## src/design/srx_consts.svh

```systemverilog
`ifndef SRX_CONSTS_SVH
`define SRX_CONSTS_SVH

// ==========================================
// register offsets (3-bit address)
`define SRX_OFF_STATUS   3'h0
`define SRX_OFF_CTRL_ONE 3'h1
`define SRX_OFF_CTRL_TWO 3'h2
`define SRX_OFF_DATA     3'h3
`define SRX_OFF_BAUD     3'h4

// ==========================================
// reset values
`define SRX_RST_STATUS   8'hc0
`define SRX_RST_CTRL_ONE 8'h00
`define SRX_RST_CTRL_TWO 8'h00
`define SRX_RST_BAUD     8'h00

// ==========================================
// status field positions
`define SRX_ST_TX_EMPTY_FLAG 7
`define SRX_ST_TC   6
`define SRX_ST_RX_DATA_READY_FLAG 5
`define SRX_ST_IDLE 4
`define SRX_ST_OVR  3
`define SRX_ST_NF   2
`define SRX_ST_FE   1
`define SRX_ST_PE   0

// ==========================================
// serial_ctrl_one field positions
`define SRX_C1_R8   7
`define SRX_C1_T8   6
`define SRX_C1_M    4
`define SRX_C1_WAKE 3
`define SRX_C1_PCE  2
`define SRX_C1_PS   1
`define SRX_C1_PIE  0

// ==========================================
// serial_ctrl_two field positions
`define SRX_C2_TIE  7
`define SRX_C2_TX_COMPLETE_IRQ_EN 6
`define SRX_C2_RIE  5
`define SRX_C2_IDLE_IRQ_EN 4
`define SRX_C2_TE   3
`define SRX_C2_RE   2
`define SRX_C2_MUTE 1

// ==========================================
// oversampling: samples numbered 1..16 from the start edge
`define SRX_SMP_LAST  5'h10
`define SRX_SMP_MAJ_A 5'h08
`define SRX_SMP_MAJ_B 5'h09
`define SRX_SMP_MAJ_C 5'h0a
`define SRX_SMP_E3    5'h03
`define SRX_SMP_E5    5'h05
`define SRX_SMP_E7    5'h07

`endif

```

## src/design/srx_pkg.sv

```systemverilog
package srx_pkg;

  typedef enum logic [1:0] {
    RX_IDLE,
    RX_START,
    RX_DATA,
    RX_STOP
  } srx_rx_state_t;

  typedef enum logic [0:0] {
    TX_IDLE,
    TX_SHIFT
  } srx_tx_state_t;

endpackage

```

## src/design/srx_tx_if.sv

```systemverilog
interface srx_tx_if;
  logic       run;
  logic       tick;
  logic       pend;
  logic [8:0] data;
  logic       m;
  logic       parity_ctrl_en;
  logic       ps;
  logic       te;
  logic       take;
  logic       done;
  logic       line;

  modport ctl (output run, tick, pend, data, m, parity_ctrl_en, ps, te, input take, done, line);
  modport eng (input run, tick, pend, data, m, parity_ctrl_en, ps, te, output take, done, line);
endinterface

```

## src/design/srx_tx.sv

```systemverilog
`include "srx_consts.svh"

module srx_tx (
  input  wire logic ref_clk_i,
  input  wire logic arst_n_i,
  srx_tx_if.eng     tx
);

  srx_pkg::srx_tx_state_t st_q;
  logic [10:0]            sh_q;
  logic [3:0]             nleft_q;
  logic [4:0]             smp_q;
  logic [8:0]             word;

  // ==========================================
  // parity replaces the top bit of the written word
  always_comb begin
    word = tx.data;
    if (tx.parity_ctrl_en) begin
      if (tx.m) begin
        word[8] = (^tx.data[7:0]) ^ tx.ps;
      end else begin
        word[7] = (^tx.data[6:0]) ^ tx.ps;
      end
    end
  end

  // ==========================================
  // frame shifter: start, data lsb first, stop
  always_ff @(posedge ref_clk_i or negedge arst_n_i) begin
    if (!arst_n_i) begin
      st_q    <= srx_pkg::TX_IDLE;
      sh_q    <= 11'h7ff;
      nleft_q <= 4'h0;
      smp_q   <= 5'h00;
      tx.take <= 1'b0;
      tx.done <= 1'b0;
      tx.line <= 1'b1;
    end else if (tx.run) begin
      tx.take <= 1'b0;
      tx.done <= 1'b0;
      case (st_q)
        srx_pkg::TX_IDLE: begin
          tx.line <= 1'b1;
          if (tx.te && tx.pend && tx.tick) begin
            sh_q    <= tx.m ? {1'b1, word, 1'b0} : {2'b11, word[7:0], 1'b0};
            nleft_q <= tx.m ? 4'hb : 4'ha;
            smp_q   <= 5'h01;
            tx.take <= 1'b1;
            tx.line <= 1'b0;
            st_q    <= srx_pkg::TX_SHIFT;
          end
        end
        srx_pkg::TX_SHIFT: begin
          if (tx.tick) begin
            if (smp_q == `SRX_SMP_LAST) begin
              smp_q <= 5'h01;
              if (nleft_q == 4'h1) begin
                tx.done <= 1'b1;
                tx.line <= 1'b1;
                st_q    <= srx_pkg::TX_IDLE;
              end else begin
                nleft_q <= nleft_q - 4'h1;
                sh_q    <= {1'b1, sh_q[10:1]};
                tx.line <= sh_q[1];
              end
            end else begin
              smp_q <= smp_q + 5'h01;
            end
          end
        end
        default: st_q <= srx_pkg::TX_IDLE;
      endcase
    end
  end

endmodule

```

## src/design/srx_top.sv

```systemverilog
// Chosen here: strobed register access and the address map.
`include "srx_consts.svh"

module srx_top (
  input  wire logic       ref_clk_i,
  input  wire logic       arst_n_i,
  input  wire logic [2:0] addr_i,
  input  wire logic [7:0] wdata_i,
  input  wire logic       wr_i,
  input  wire logic       rd_i,
  input  wire logic       halt_i,
  input  wire logic       cpu_int_mask_i,
  input  wire logic       rx_i,
  output logic [7:0]      rdata_o,
  output logic            irq_o,
  output logic            tx_o
);

  srx_tx_if txif ();

  logic       run;
  logic [1:0] rx_sync_q;
  logic       smp_in;
  logic [7:0] div_q;
  logic       tick_q;

  logic [7:0] ctrl_one_q;
  logic [7:0] ctrl_two_q;
  logic [7:0] baud_q;
  logic [8:0] tdr_q;
  logic       tdr_full_q;
  logic       seq_q;
  logic       data_rd_clr;
  logic       data_wr_clr;

  logic       tx_empty_flag_q;
  logic       tx_complete_flag_q;
  logic       rx_data_ready_flag_q;
  logic       idle_flag_q;
  logic       ovr_flag_q;
  logic       noise_flag_q;
  logic       frame_err_flag_q;
  logic       parity_error_flag_q;
  logic [8:0] rdr_q;

  srx_pkg::srx_rx_state_t rx_st_q;
  logic [4:0] smp_q;
  logic [3:0] bidx_q;
  logic [2:0] hist_q;
  logic [1:0] s89_q;
  logic [8:0] rsh_q;
  logic       noise_acc_q;
  logic       m_f_q;
  logic       pce_f_q;
  logic       ps_f_q;
  logic [7:0] idle_cnt_q;
  logic       idle_arm_q;
  logic       rx_mute;
  logic       maj;
  logic       unequal;
  logic       at_maj_c;
  logic       frame_end;
  logic       stop_bad;
  logic       msb;
  logic       par_err;
  logic       accept;
  logic       addr_wake;
  logic       idle_hit;
  logic [7:0] idle_len;
  logic       irq_d;

  assign run     = !halt_i;
  assign smp_in  = rx_sync_q[1];
  assign rx_mute = ctrl_two_q[`SRX_C2_MUTE];

  // ==========================================
  // rx pin synchroniser
  always_ff @(posedge ref_clk_i or negedge arst_n_i) begin
    if (!arst_n_i) begin
      rx_sync_q <= 2'b11;
    end else begin
      rx_sync_q <= {rx_sync_q[0], rx_i};
    end
  end

  // ==========================================
  // 16x sampling tick from the baud divider
  always_ff @(posedge ref_clk_i or negedge arst_n_i) begin
    if (!arst_n_i) begin
      div_q  <= 8'h00;
      tick_q <= 1'b0;
    end else if (run) begin
      if (div_q >= baud_q) begin
        div_q  <= 8'h00;
        tick_q <= 1'b1;
      end else begin
        div_q  <= div_q + 8'h01;
        tick_q <= 1'b0;
      end
    end
  end

  // ==========================================
  // transmit engine hookup
  assign txif.run  = run;
  assign txif.tick = tick_q;
  assign txif.pend = tdr_full_q;
  assign txif.data = tdr_q;
  assign txif.m    = ctrl_one_q[`SRX_C1_M];
  assign txif.parity_ctrl_en  = ctrl_one_q[`SRX_C1_PCE];
  assign txif.ps   = ctrl_one_q[`SRX_C1_PS];
  assign txif.te   = ctrl_two_q[`SRX_C2_TE];
  assign tx_o      = txif.line;

  srx_tx u_tx (
    .ref_clk_i (ref_clk_i),
    .arst_n_i  (arst_n_i),
    .tx        (txif.eng)
  );

  // ==========================================
  // receive datapath decode
  assign at_maj_c  = tick_q && (smp_q == `SRX_SMP_MAJ_C);
  assign maj       = (s89_q[0] & s89_q[1]) | (s89_q[0] & smp_in) | (s89_q[1] & smp_in);
  assign unequal   = !((s89_q == 2'b00 && !smp_in) || (s89_q == 2'b11 && smp_in));
  assign frame_end = run && (rx_st_q == srx_pkg::RX_STOP) && at_maj_c;
  assign stop_bad  = !maj;
  // address mark looks at the data msb, never at the parity slot
  assign msb       = m_f_q ? (pce_f_q ? rsh_q[7] : rsh_q[8]) : (pce_f_q ? rsh_q[6] : rsh_q[7]);
  assign par_err   = pce_f_q && (((^(m_f_q ? rsh_q : {1'b0, rsh_q[7:0]}))) ^ ps_f_q);
  assign addr_wake = rx_mute && ctrl_one_q[`SRX_C1_WAKE] && msb;
  assign accept    = !rx_mute || addr_wake;
  assign idle_len  = ctrl_one_q[`SRX_C1_M] ? 8'hb0 : 8'ha0;
  assign idle_hit  = run && tick_q && (rx_st_q == srx_pkg::RX_IDLE) && smp_in &&
                     idle_arm_q && (idle_cnt_q == idle_len - 8'h01);

  // ==========================================
  // receive sequencer
  always_ff @(posedge ref_clk_i or negedge arst_n_i) begin
    if (!arst_n_i) begin
      rx_st_q     <= srx_pkg::RX_IDLE;
      smp_q       <= 5'h00;
      bidx_q      <= 4'h0;
      hist_q      <= 3'b000;
      s89_q       <= 2'b00;
      rsh_q       <= 9'h000;
      noise_acc_q <= 1'b0;
      m_f_q       <= 1'b0;
      pce_f_q     <= 1'b0;
      ps_f_q      <= 1'b0;
    end else if (run && tick_q) begin
      if (smp_q == `SRX_SMP_MAJ_A || smp_q == `SRX_SMP_MAJ_B) begin
        s89_q <= {s89_q[0], smp_in};
      end
      case (rx_st_q)
        srx_pkg::RX_IDLE: begin
          hist_q <= {hist_q[1:0], smp_in};
          if (!ctrl_two_q[`SRX_C2_RE]) begin
            hist_q <= 3'b000;
          end else if (!smp_in) begin
            // falling edge: realign the sample index, latch the format
            smp_q   <= 5'h02;
            bidx_q  <= 4'h0;
            m_f_q   <= ctrl_one_q[`SRX_C1_M];
            pce_f_q <= ctrl_one_q[`SRX_C1_PCE];
            ps_f_q  <= ctrl_one_q[`SRX_C1_PS];
            rx_st_q <= srx_pkg::RX_START;
            if (hist_q != 3'b111) begin
              noise_acc_q <= 1'b1;
            end
          end
        end
        srx_pkg::RX_START: begin
          smp_q <= (smp_q == `SRX_SMP_LAST) ? 5'h01 : smp_q + 5'h01;
          if ((smp_q == `SRX_SMP_E3 || smp_q == `SRX_SMP_E5 || smp_q == `SRX_SMP_E7) && smp_in) begin
            noise_acc_q <= 1'b1;
          end
          if (smp_q == `SRX_SMP_MAJ_C) begin
            if (s89_q != 2'b00 || smp_in) begin
              noise_acc_q <= 1'b1;
            end
            if (maj) begin
              // false start: drop it, noise waits for the next good frame
              rx_st_q <= srx_pkg::RX_IDLE;
              hist_q  <= 3'b000;
            end
          end
          if (smp_q == `SRX_SMP_LAST) begin
            rx_st_q <= srx_pkg::RX_DATA;
          end
        end
        srx_pkg::RX_DATA: begin
          smp_q <= (smp_q == `SRX_SMP_LAST) ? 5'h01 : smp_q + 5'h01;
          if (smp_q == `SRX_SMP_MAJ_C) begin
            rsh_q[bidx_q] <= maj;
            if (unequal) begin
              noise_acc_q <= 1'b1;
            end
          end
          if (smp_q == `SRX_SMP_LAST) begin
            if (bidx_q == (m_f_q ? 4'h8 : 4'h7)) begin
              rx_st_q <= srx_pkg::RX_STOP;
            end else begin
              bidx_q <= bidx_q + 4'h1;
            end
          end
        end
        srx_pkg::RX_STOP: begin
          smp_q <= smp_q + 5'h01;
          if (smp_q == `SRX_SMP_MAJ_C) begin
            // early return to idle so a tight next start is not missed
            rx_st_q <= srx_pkg::RX_IDLE;
            hist_q  <= maj ? 3'b111 : 3'b000;
            if (accept) begin
              noise_acc_q <= 1'b0;
            end
          end
        end
        default: rx_st_q <= srx_pkg::RX_IDLE;
      endcase
    end
  end

  // ==========================================
  // idle line detector, armed by a finished frame
  always_ff @(posedge ref_clk_i or negedge arst_n_i) begin
    if (!arst_n_i) begin
      idle_cnt_q <= 8'h00;
      idle_arm_q <= 1'b0;
    end else if (run) begin
      if (frame_end) begin
        idle_arm_q <= 1'b1;
      end else if (idle_hit) begin
        idle_arm_q <= 1'b0;
      end
      if (tick_q) begin
        if (rx_st_q != srx_pkg::RX_IDLE || !smp_in || idle_hit) begin
          idle_cnt_q <= 8'h00;
        end else begin
          idle_cnt_q <= idle_cnt_q + 8'h01;
        end
      end
    end
  end

  // ==========================================
  // register writes and clear sequence
  assign data_rd_clr = rd_i && (addr_i == `SRX_OFF_DATA) && seq_q;
  assign data_wr_clr = wr_i && (addr_i == `SRX_OFF_DATA) && seq_q;

  always_ff @(posedge ref_clk_i or negedge arst_n_i) begin
    if (!arst_n_i) begin
      ctrl_one_q <= `SRX_RST_CTRL_ONE;
      ctrl_two_q <= `SRX_RST_CTRL_TWO;
      baud_q     <= `SRX_RST_BAUD;
      tdr_q      <= 9'h000;
      tdr_full_q <= 1'b0;
      seq_q      <= 1'b0;
    end else if (run) begin
      if (rd_i && addr_i == `SRX_OFF_STATUS) begin
        seq_q <= 1'b1;
      end else if ((rd_i || wr_i) && addr_i == `SRX_OFF_DATA) begin
        seq_q <= 1'b0;
      end
      if (txif.take) begin
        tdr_full_q <= 1'b0;
      end
      if (frame_end && accept) begin
        ctrl_one_q[`SRX_C1_R8] <= rsh_q[8];
      end
      // hardware wakeup clears mute; a same-cycle write still wins
      if (frame_end && addr_wake) begin
        ctrl_two_q[`SRX_C2_MUTE] <= 1'b0;
      end
      if (idle_hit && rx_mute && !ctrl_one_q[`SRX_C1_WAKE]) begin
        ctrl_two_q[`SRX_C2_MUTE] <= 1'b0;
      end
      if (wr_i) begin
        case (addr_i)
          `SRX_OFF_CTRL_ONE: ctrl_one_q[6:0] <= wdata_i[6:0] & 7'h5f;
          `SRX_OFF_CTRL_TWO: ctrl_two_q      <= wdata_i & 8'hfe;
          `SRX_OFF_BAUD:     baud_q          <= wdata_i;
          `SRX_OFF_DATA: begin
            tdr_q      <= {ctrl_one_q[`SRX_C1_T8], wdata_i};
            tdr_full_q <= 1'b1;
          end
          default: ;
        endcase
      end
    end
  end

  // ==========================================
  // status flags: hardware set wins over software clear
  always_ff @(posedge ref_clk_i or negedge arst_n_i) begin
    if (!arst_n_i) begin
      tx_empty_flag_q      <= 1'b1;
      tx_complete_flag_q   <= 1'b1;
      rx_data_ready_flag_q <= 1'b0;
      idle_flag_q          <= 1'b0;
      ovr_flag_q           <= 1'b0;
      noise_flag_q         <= 1'b0;
      frame_err_flag_q     <= 1'b0;
      parity_error_flag_q  <= 1'b0;
      rdr_q                <= 9'h000;
    end else if (run) begin
      if (data_wr_clr) begin
        tx_empty_flag_q    <= 1'b0;
        tx_complete_flag_q <= 1'b0;
      end
      if (txif.take) begin
        tx_empty_flag_q <= 1'b1;
      end
      if (txif.done) begin
        tx_complete_flag_q <= 1'b1;
      end
      if (data_rd_clr) begin
        rx_data_ready_flag_q <= 1'b0;
        idle_flag_q          <= 1'b0;
        ovr_flag_q           <= 1'b0;
        noise_flag_q         <= 1'b0;
        frame_err_flag_q     <= 1'b0;
        parity_error_flag_q  <= 1'b0;
      end
      if (frame_end && accept) begin
        if (rx_data_ready_flag_q && !data_rd_clr) begin
          ovr_flag_q <= 1'b1;
        end else begin
          rdr_q                <= rsh_q;
          rx_data_ready_flag_q <= 1'b1;
          noise_flag_q         <= noise_acc_q;
          frame_err_flag_q     <= stop_bad;
          parity_error_flag_q  <= par_err;
        end
      end
      if (idle_hit && !rx_mute) begin
        idle_flag_q <= 1'b1;
      end
    end
  end

  // ==========================================
  // read port: data stand only in the cycle after the strobe
  always_ff @(posedge ref_clk_i or negedge arst_n_i) begin
    if (!arst_n_i) begin
      rdata_o <= 8'h00;
    end else if (rd_i && run) begin
      case (addr_i)
        `SRX_OFF_STATUS: rdata_o <= {tx_empty_flag_q, tx_complete_flag_q, rx_data_ready_flag_q, idle_flag_q,
                                     ovr_flag_q, noise_flag_q, frame_err_flag_q, parity_error_flag_q};
        `SRX_OFF_CTRL_ONE: rdata_o <= ctrl_one_q;
        `SRX_OFF_CTRL_TWO: rdata_o <= ctrl_two_q;
        `SRX_OFF_DATA:     rdata_o <= rdr_q[7:0];
        `SRX_OFF_BAUD:     rdata_o <= baud_q;
        default:           rdata_o <= 8'h00;
      endcase
    end else begin
      rdata_o <= 8'h00;
    end
  end

  // ==========================================
  // shared request; also the wait-mode wakeup
  always_comb begin
    irq_d = (tx_empty_flag_q && ctrl_two_q[`SRX_C2_TIE]) ||
            (tx_complete_flag_q && ctrl_two_q[`SRX_C2_TX_COMPLETE_IRQ_EN]) ||
            (!rx_mute && (rx_data_ready_flag_q || ovr_flag_q) && ctrl_two_q[`SRX_C2_RIE]) ||
            (!rx_mute && idle_flag_q && ctrl_two_q[`SRX_C2_IDLE_IRQ_EN]) ||
            (!rx_mute && parity_error_flag_q && ctrl_one_q[`SRX_C1_PIE]);
  end

  always_ff @(posedge ref_clk_i or negedge arst_n_i) begin
    if (!arst_n_i) begin
      irq_o <= 1'b0;
    end else begin
      irq_o <= irq_d && !cpu_int_mask_i && run;
    end
  end

endmodule

```

## config.mk

```make
export PLATFORM = sky130hd
export DESIGN_NAME = srx_top
export DESIGN_NICKNAME = d
export VERILOG_FILES = /design/src/design/srx_pkg.sv /design/src/design/srx_tx_if.sv /design/src/design/srx_tx.sv /design/src/design/srx_top.sv
export VERILOG_INCLUDE_DIRS = /design/src /design/src/design
export SDC_FILE = /design/constraint.sdc
export NUM_CORES = 1
export LEC_CHECK = 0
export ABC_AREA = 0
export BUFFER_PORTS_ARGS = -buffer_cell sky130_fd_sc_hd__buf_4
export CORE_ASPECT_RATIO = 0.6
export CORE_MARGIN = 1.5
export CORE_UTILIZATION = 25
export DETAILED_ROUTE_END_ITERATION = 8
export PLACE_DENSITY = 0.36
export SLEW_MARGIN = 40
export SYNTH_ARGS = -nofsm -noshare
export SYNTH_HDL_FRONTEND = slang
export SYNTH_HIERARCHICAL = 1
export SYNTH_SLANG_ARGS = --single-unit
```

## constraint.sdc

```tcl
create_clock -name ref_clk_i -period 2.5 [get_ports ref_clk_i]
set_input_delay 0 -clock ref_clk_i [delete_from_list [all_inputs] [get_ports ref_clk_i]]
set_output_delay 0 -clock ref_clk_i [all_outputs]
set_load 0.05 [all_outputs]
```

==> key figures <==
Timing
  – Setup violators final: 0
  – Final Max Tran Viols: 0
  – Fin Setup TNS: 0 ns
  – Final Cycle Share: 90.70%
  – Unrepaired setup endpoints after global routing: no
  – Final Hold Viols: 0
  – Worst Clk Skew: 0.01166 ns
  – Final min period: 2.268 ns
  – Slew Limit Headroom: 48.63%
  – F_max: 441.0 MHz
  – Slew @ Worst Pin: around 0.76 ns

Yosys
  – Yosys top cell by area: dfrtp_1
  – FFs w/ async S/R, synth: 100.0%
  – Top cells by area, synth: dfrtp_1 42%, mux2_2 7.3%, dfstp_2 5.4%
  – Largest family of logic cells by synthesized area: simple AND/OR/NAND/NOR gates
  – Ys Warns: 6
  – Post-synth cell types: 73
  – Synth Flop Type: dfrtp_1
  – Synth Cell Area: 6794 µm²
  – Syn Area/Cell: 10.77 µm²
  – Post-Synth Simple-Gate Area: ~15%
  – Post-synthesis xor/xnor area fraction: 3.867%
  – EDFF count, synth: 0
  – Share of the synthesized area in the top cell type: 42.36%
  – Synth Area in Compound Gates: around 13%
  – Mux cell area share after synthesis: 12.32%
  – Syn nets: just under 700
  – Seq/Total Area, Yosys: a little under half
  – Flop and latch count out of synthesis: around 130
  – Adder-Cell Fraction of Synth Area: 5.120%
  – Post-Syn Instances: 631

Worst setup path
  – Crit-path cells: inv_1 > ha_1 > nand4bb_4 > nor2_4 > nand2_4 > a211o_1 > mux2_4
  – Worst EP required: 2.81 ns
  – Critical path's largest stage delay: between 0.5 and 0.6 ns
  – Setup Crit Path Kind: reg2reg
  – Critical Path Sink Type: flop
  – Worst-case reg-to-reg path depth: 7
  – Crit path depth: 7
  – Startpoint types: flop
  – Delay-heaviest family, CP: compound AO/OA/AOI/OAI gates
  – Max FO, Critical Path: 10
  – Worst Path Buf+Inv: 1
  – Worst endpoint data arrival time: ~2.6 ns
  – Worst path slowest cell: a211o_1

Layout
  – Most common cell after layout, fill and taps aside: dfrtp_1
  – Post-route cell area: 8239 µm²
  – Area grow syn2layout: 21.27%
  – Multi-input logic area: 3328 µm²
  – Diode count: 0
  – Sequential cell area: 3246 µm²
  – Share of cells above drive strength 1: 22.70%
  – Fillers: 2678
  – Final net count: 737
  – Most frequent cells in the layout: 115 x dfrtp_1, 58 x nand2_1, 50 x nor2_1

Route
  – Antenna viol nets, final: 0
  – DR WL/cell: 17.17 µm
  – DR pass1 iterations: 4
  – Vias after detailed routing: 4864
  – Drt total wl: 18.29 mm
  – Via density: 4.567
  – Detailed Route Iter0 Violations: 362
  – Remaining DRCs: 0

Pwr
  – Internal power: 4.836 mW
  – Leak Pwr: 3.596 nW
  – Sequential cell fraction of total power: roughly two fifths
  – Comb pwr share: 22.2%
  – Clock power share: between 30% and 40%
  – Psw: 2.144 mW
  – Max VDD drop: 437.4 µV
  – Pwr Density: 847.1 nW/µm²
  – Sw frac: 30.71%

Placed design
  – Port Buf Inserts: 27
  – Placed cell area: 7467 µm²
  – Post-DP HPWL: 13.83 mm
  – Gp weighted congestion: roughly 0.79

Clock tree
  – Reg clk slew, reported paths: 0.05 ns
  – Clock Root Buffer: clkbuf_16
  – CTS tree: built
  – CTS resizes: 0
  – Clock Latency Late Sink: 0.43 ns
  – CTS Sinks: between 100 and 150
  – CTS Buffer Depth: 2
  – CTS Buf Count: 17
  – H-tree Lvls: 4

Global route
  – GR Util met3: 3.472%
  – Met2 Use GR: approximately 17%
  – Initial antenna violation count: 0
  – First-pass GRT wire length: 29.30 mm
  – Global route hottest layer: met1
  – GRT met1 Usage: between 20 and 25%
  – Vias in the first global route: 4831
  – Gr usage total: 14.05%
  – Remaining Overflow, GRT: 0
  – Largest net degree at the start of global routing: 60

Floorplanning
  – Starting Density: approximately 26%
  – Total Die Area: 28210 µm²
  – Row cnt: 46
  – Core area: 26530 µm²
  – Die width: 215.8 µm
  – Io pins: 28
  – Die Ht: ~130 µm

Min path
  – Hold/Removal Path Class: in2reg
  – Hold path depth: 4

Status
  – Status: finished clean

Job
  – Max-Cap Viols: 0
[worst reg2reg max path, cell delays in order, from the launching register on]
cell	delay (ns)
dfrtp_1	0.43
inv_1	0.14
ha_1	0.23
nand4bb_4	0.16
nor2_4	0.19
nand2_4	0.10
a211o_1	0.52
mux2_4	0.39
[cell usage after synthesis, types with 3 or more instances]
cell type	instances
o21ai_1	6
ha_1	27
xnor2_1	19
nand3_1	17
nand2_1	58
and4bb_2	3
a22oi_1	12
o21ai_0	30
clkbuf_1	3
a21oi_2	3
a22o_1	4
mux2i_1	21
nor2_1	50
nor2b_1	13
o31ai_1	3
mux2_2	44
buf_2	6
a21o_1	6
nor3_1	11
nand4_1	6
o22ai_1	5
dfrtp_1	115
buf_6	4
mux2_4	8
o21a_1	3
a21oi_1	30
buf_4	3
a31oi_1	6
xor2_1	11
inv_1	28
nand2b_1	7
dfstp_2	14
[through the flow]
stage               hold WS, ns  util [%]  setup WS, ns  std cells  total power [mW]
global route             0.1417     31.05        0.1130       1065             7.419
CTS                     0.08925     31.03        0.1953       1065             7.067
global placement        0.03857     28.14        0.2687       1016             4.453
finish                   0.1137     31.05        0.2325       1065             6.979
floorplan               -0.2956         -        0.5799        631             3.933
detailed placement      0.03846     28.14        0.2140       1016             4.470
[routing by layer]
layer	up-vias	routed length (µm)
met5	-	0
met4	0	228
met3	12	922
met2	83	6508
met1	2394	10630
li1	2375	-
[registers in the layout (all words and copies together) (netlist names), 4 cells and up, named ones only]
register and flops:
baud_q 8, bidx_q 4, ctrl_one_q 7, ctrl_two_q 7, div_q 8, idle_cnt_q 8
rdata_o 8, rdr_q 8, rsh_q 9, smp_q 5, tdr_q 9, u_tx/nleft_q 4
u_tx/sh_q 9, u_tx/smp_q 5
[power by group through the flow]
stage,Combinational [mW],Sequential (mW),Clock (mW)
2_1_floorplan,1.12,2.81,0
3_3_place_gp,1.52,2.93,0
3_5_place_dp,1.53,2.94,0
4_1_cts,1.56,2.91,2.60
5_1_grt,1.75,2.97,2.70
6_report,1.55,2.91,2.52
[final timing paths]
kind                              start                  to  slack (ns)
setup / recovery               smp_q[0]            rdr_q[0]        0.23
hold / removal                addr_i[1]          rdata_o[0]        0.11
setup reg to reg               smp_q[0]            rdr_q[0]        0.23
hold reg to reg            rx_sync_q[0]        rx_sync_q[1]        0.36
max in group asynchronous      arst_n_i  tx_complete_flag_q        1.68
min in group asynchronous      arst_n_i            smp_q[4]        0.12
[cells by family after synthesis]
kind of cell    Yosys count
simple gates            192
compound gates          131
flops                   129
mux                      74
buf+inv                  47
xor+xnor                 30
fa+ha+maj                28
[final cells by class]
| cell class | count | share of cell area [%] |
|---|---|---|
| timing repair buffer | 60 | 6.181 |
| inverter | 29 | 1.321 |
| sequential | 129 | 39.39 |
| clock buffer | 28 | 6.393 |
| multi-input combinational | 455 | 40.39 |
| clock inverter | 4 | 0.8504 |
| tap | 360 | 5.467 |
[repair_timing]
item / 4_1_cts / 5_1_grt
setup buffers: 0 / 0
hold buffers: 17 / 0
hold endpoints to repair: 94 / 0
Note: power is estimated with default switching activity, not from simulation.
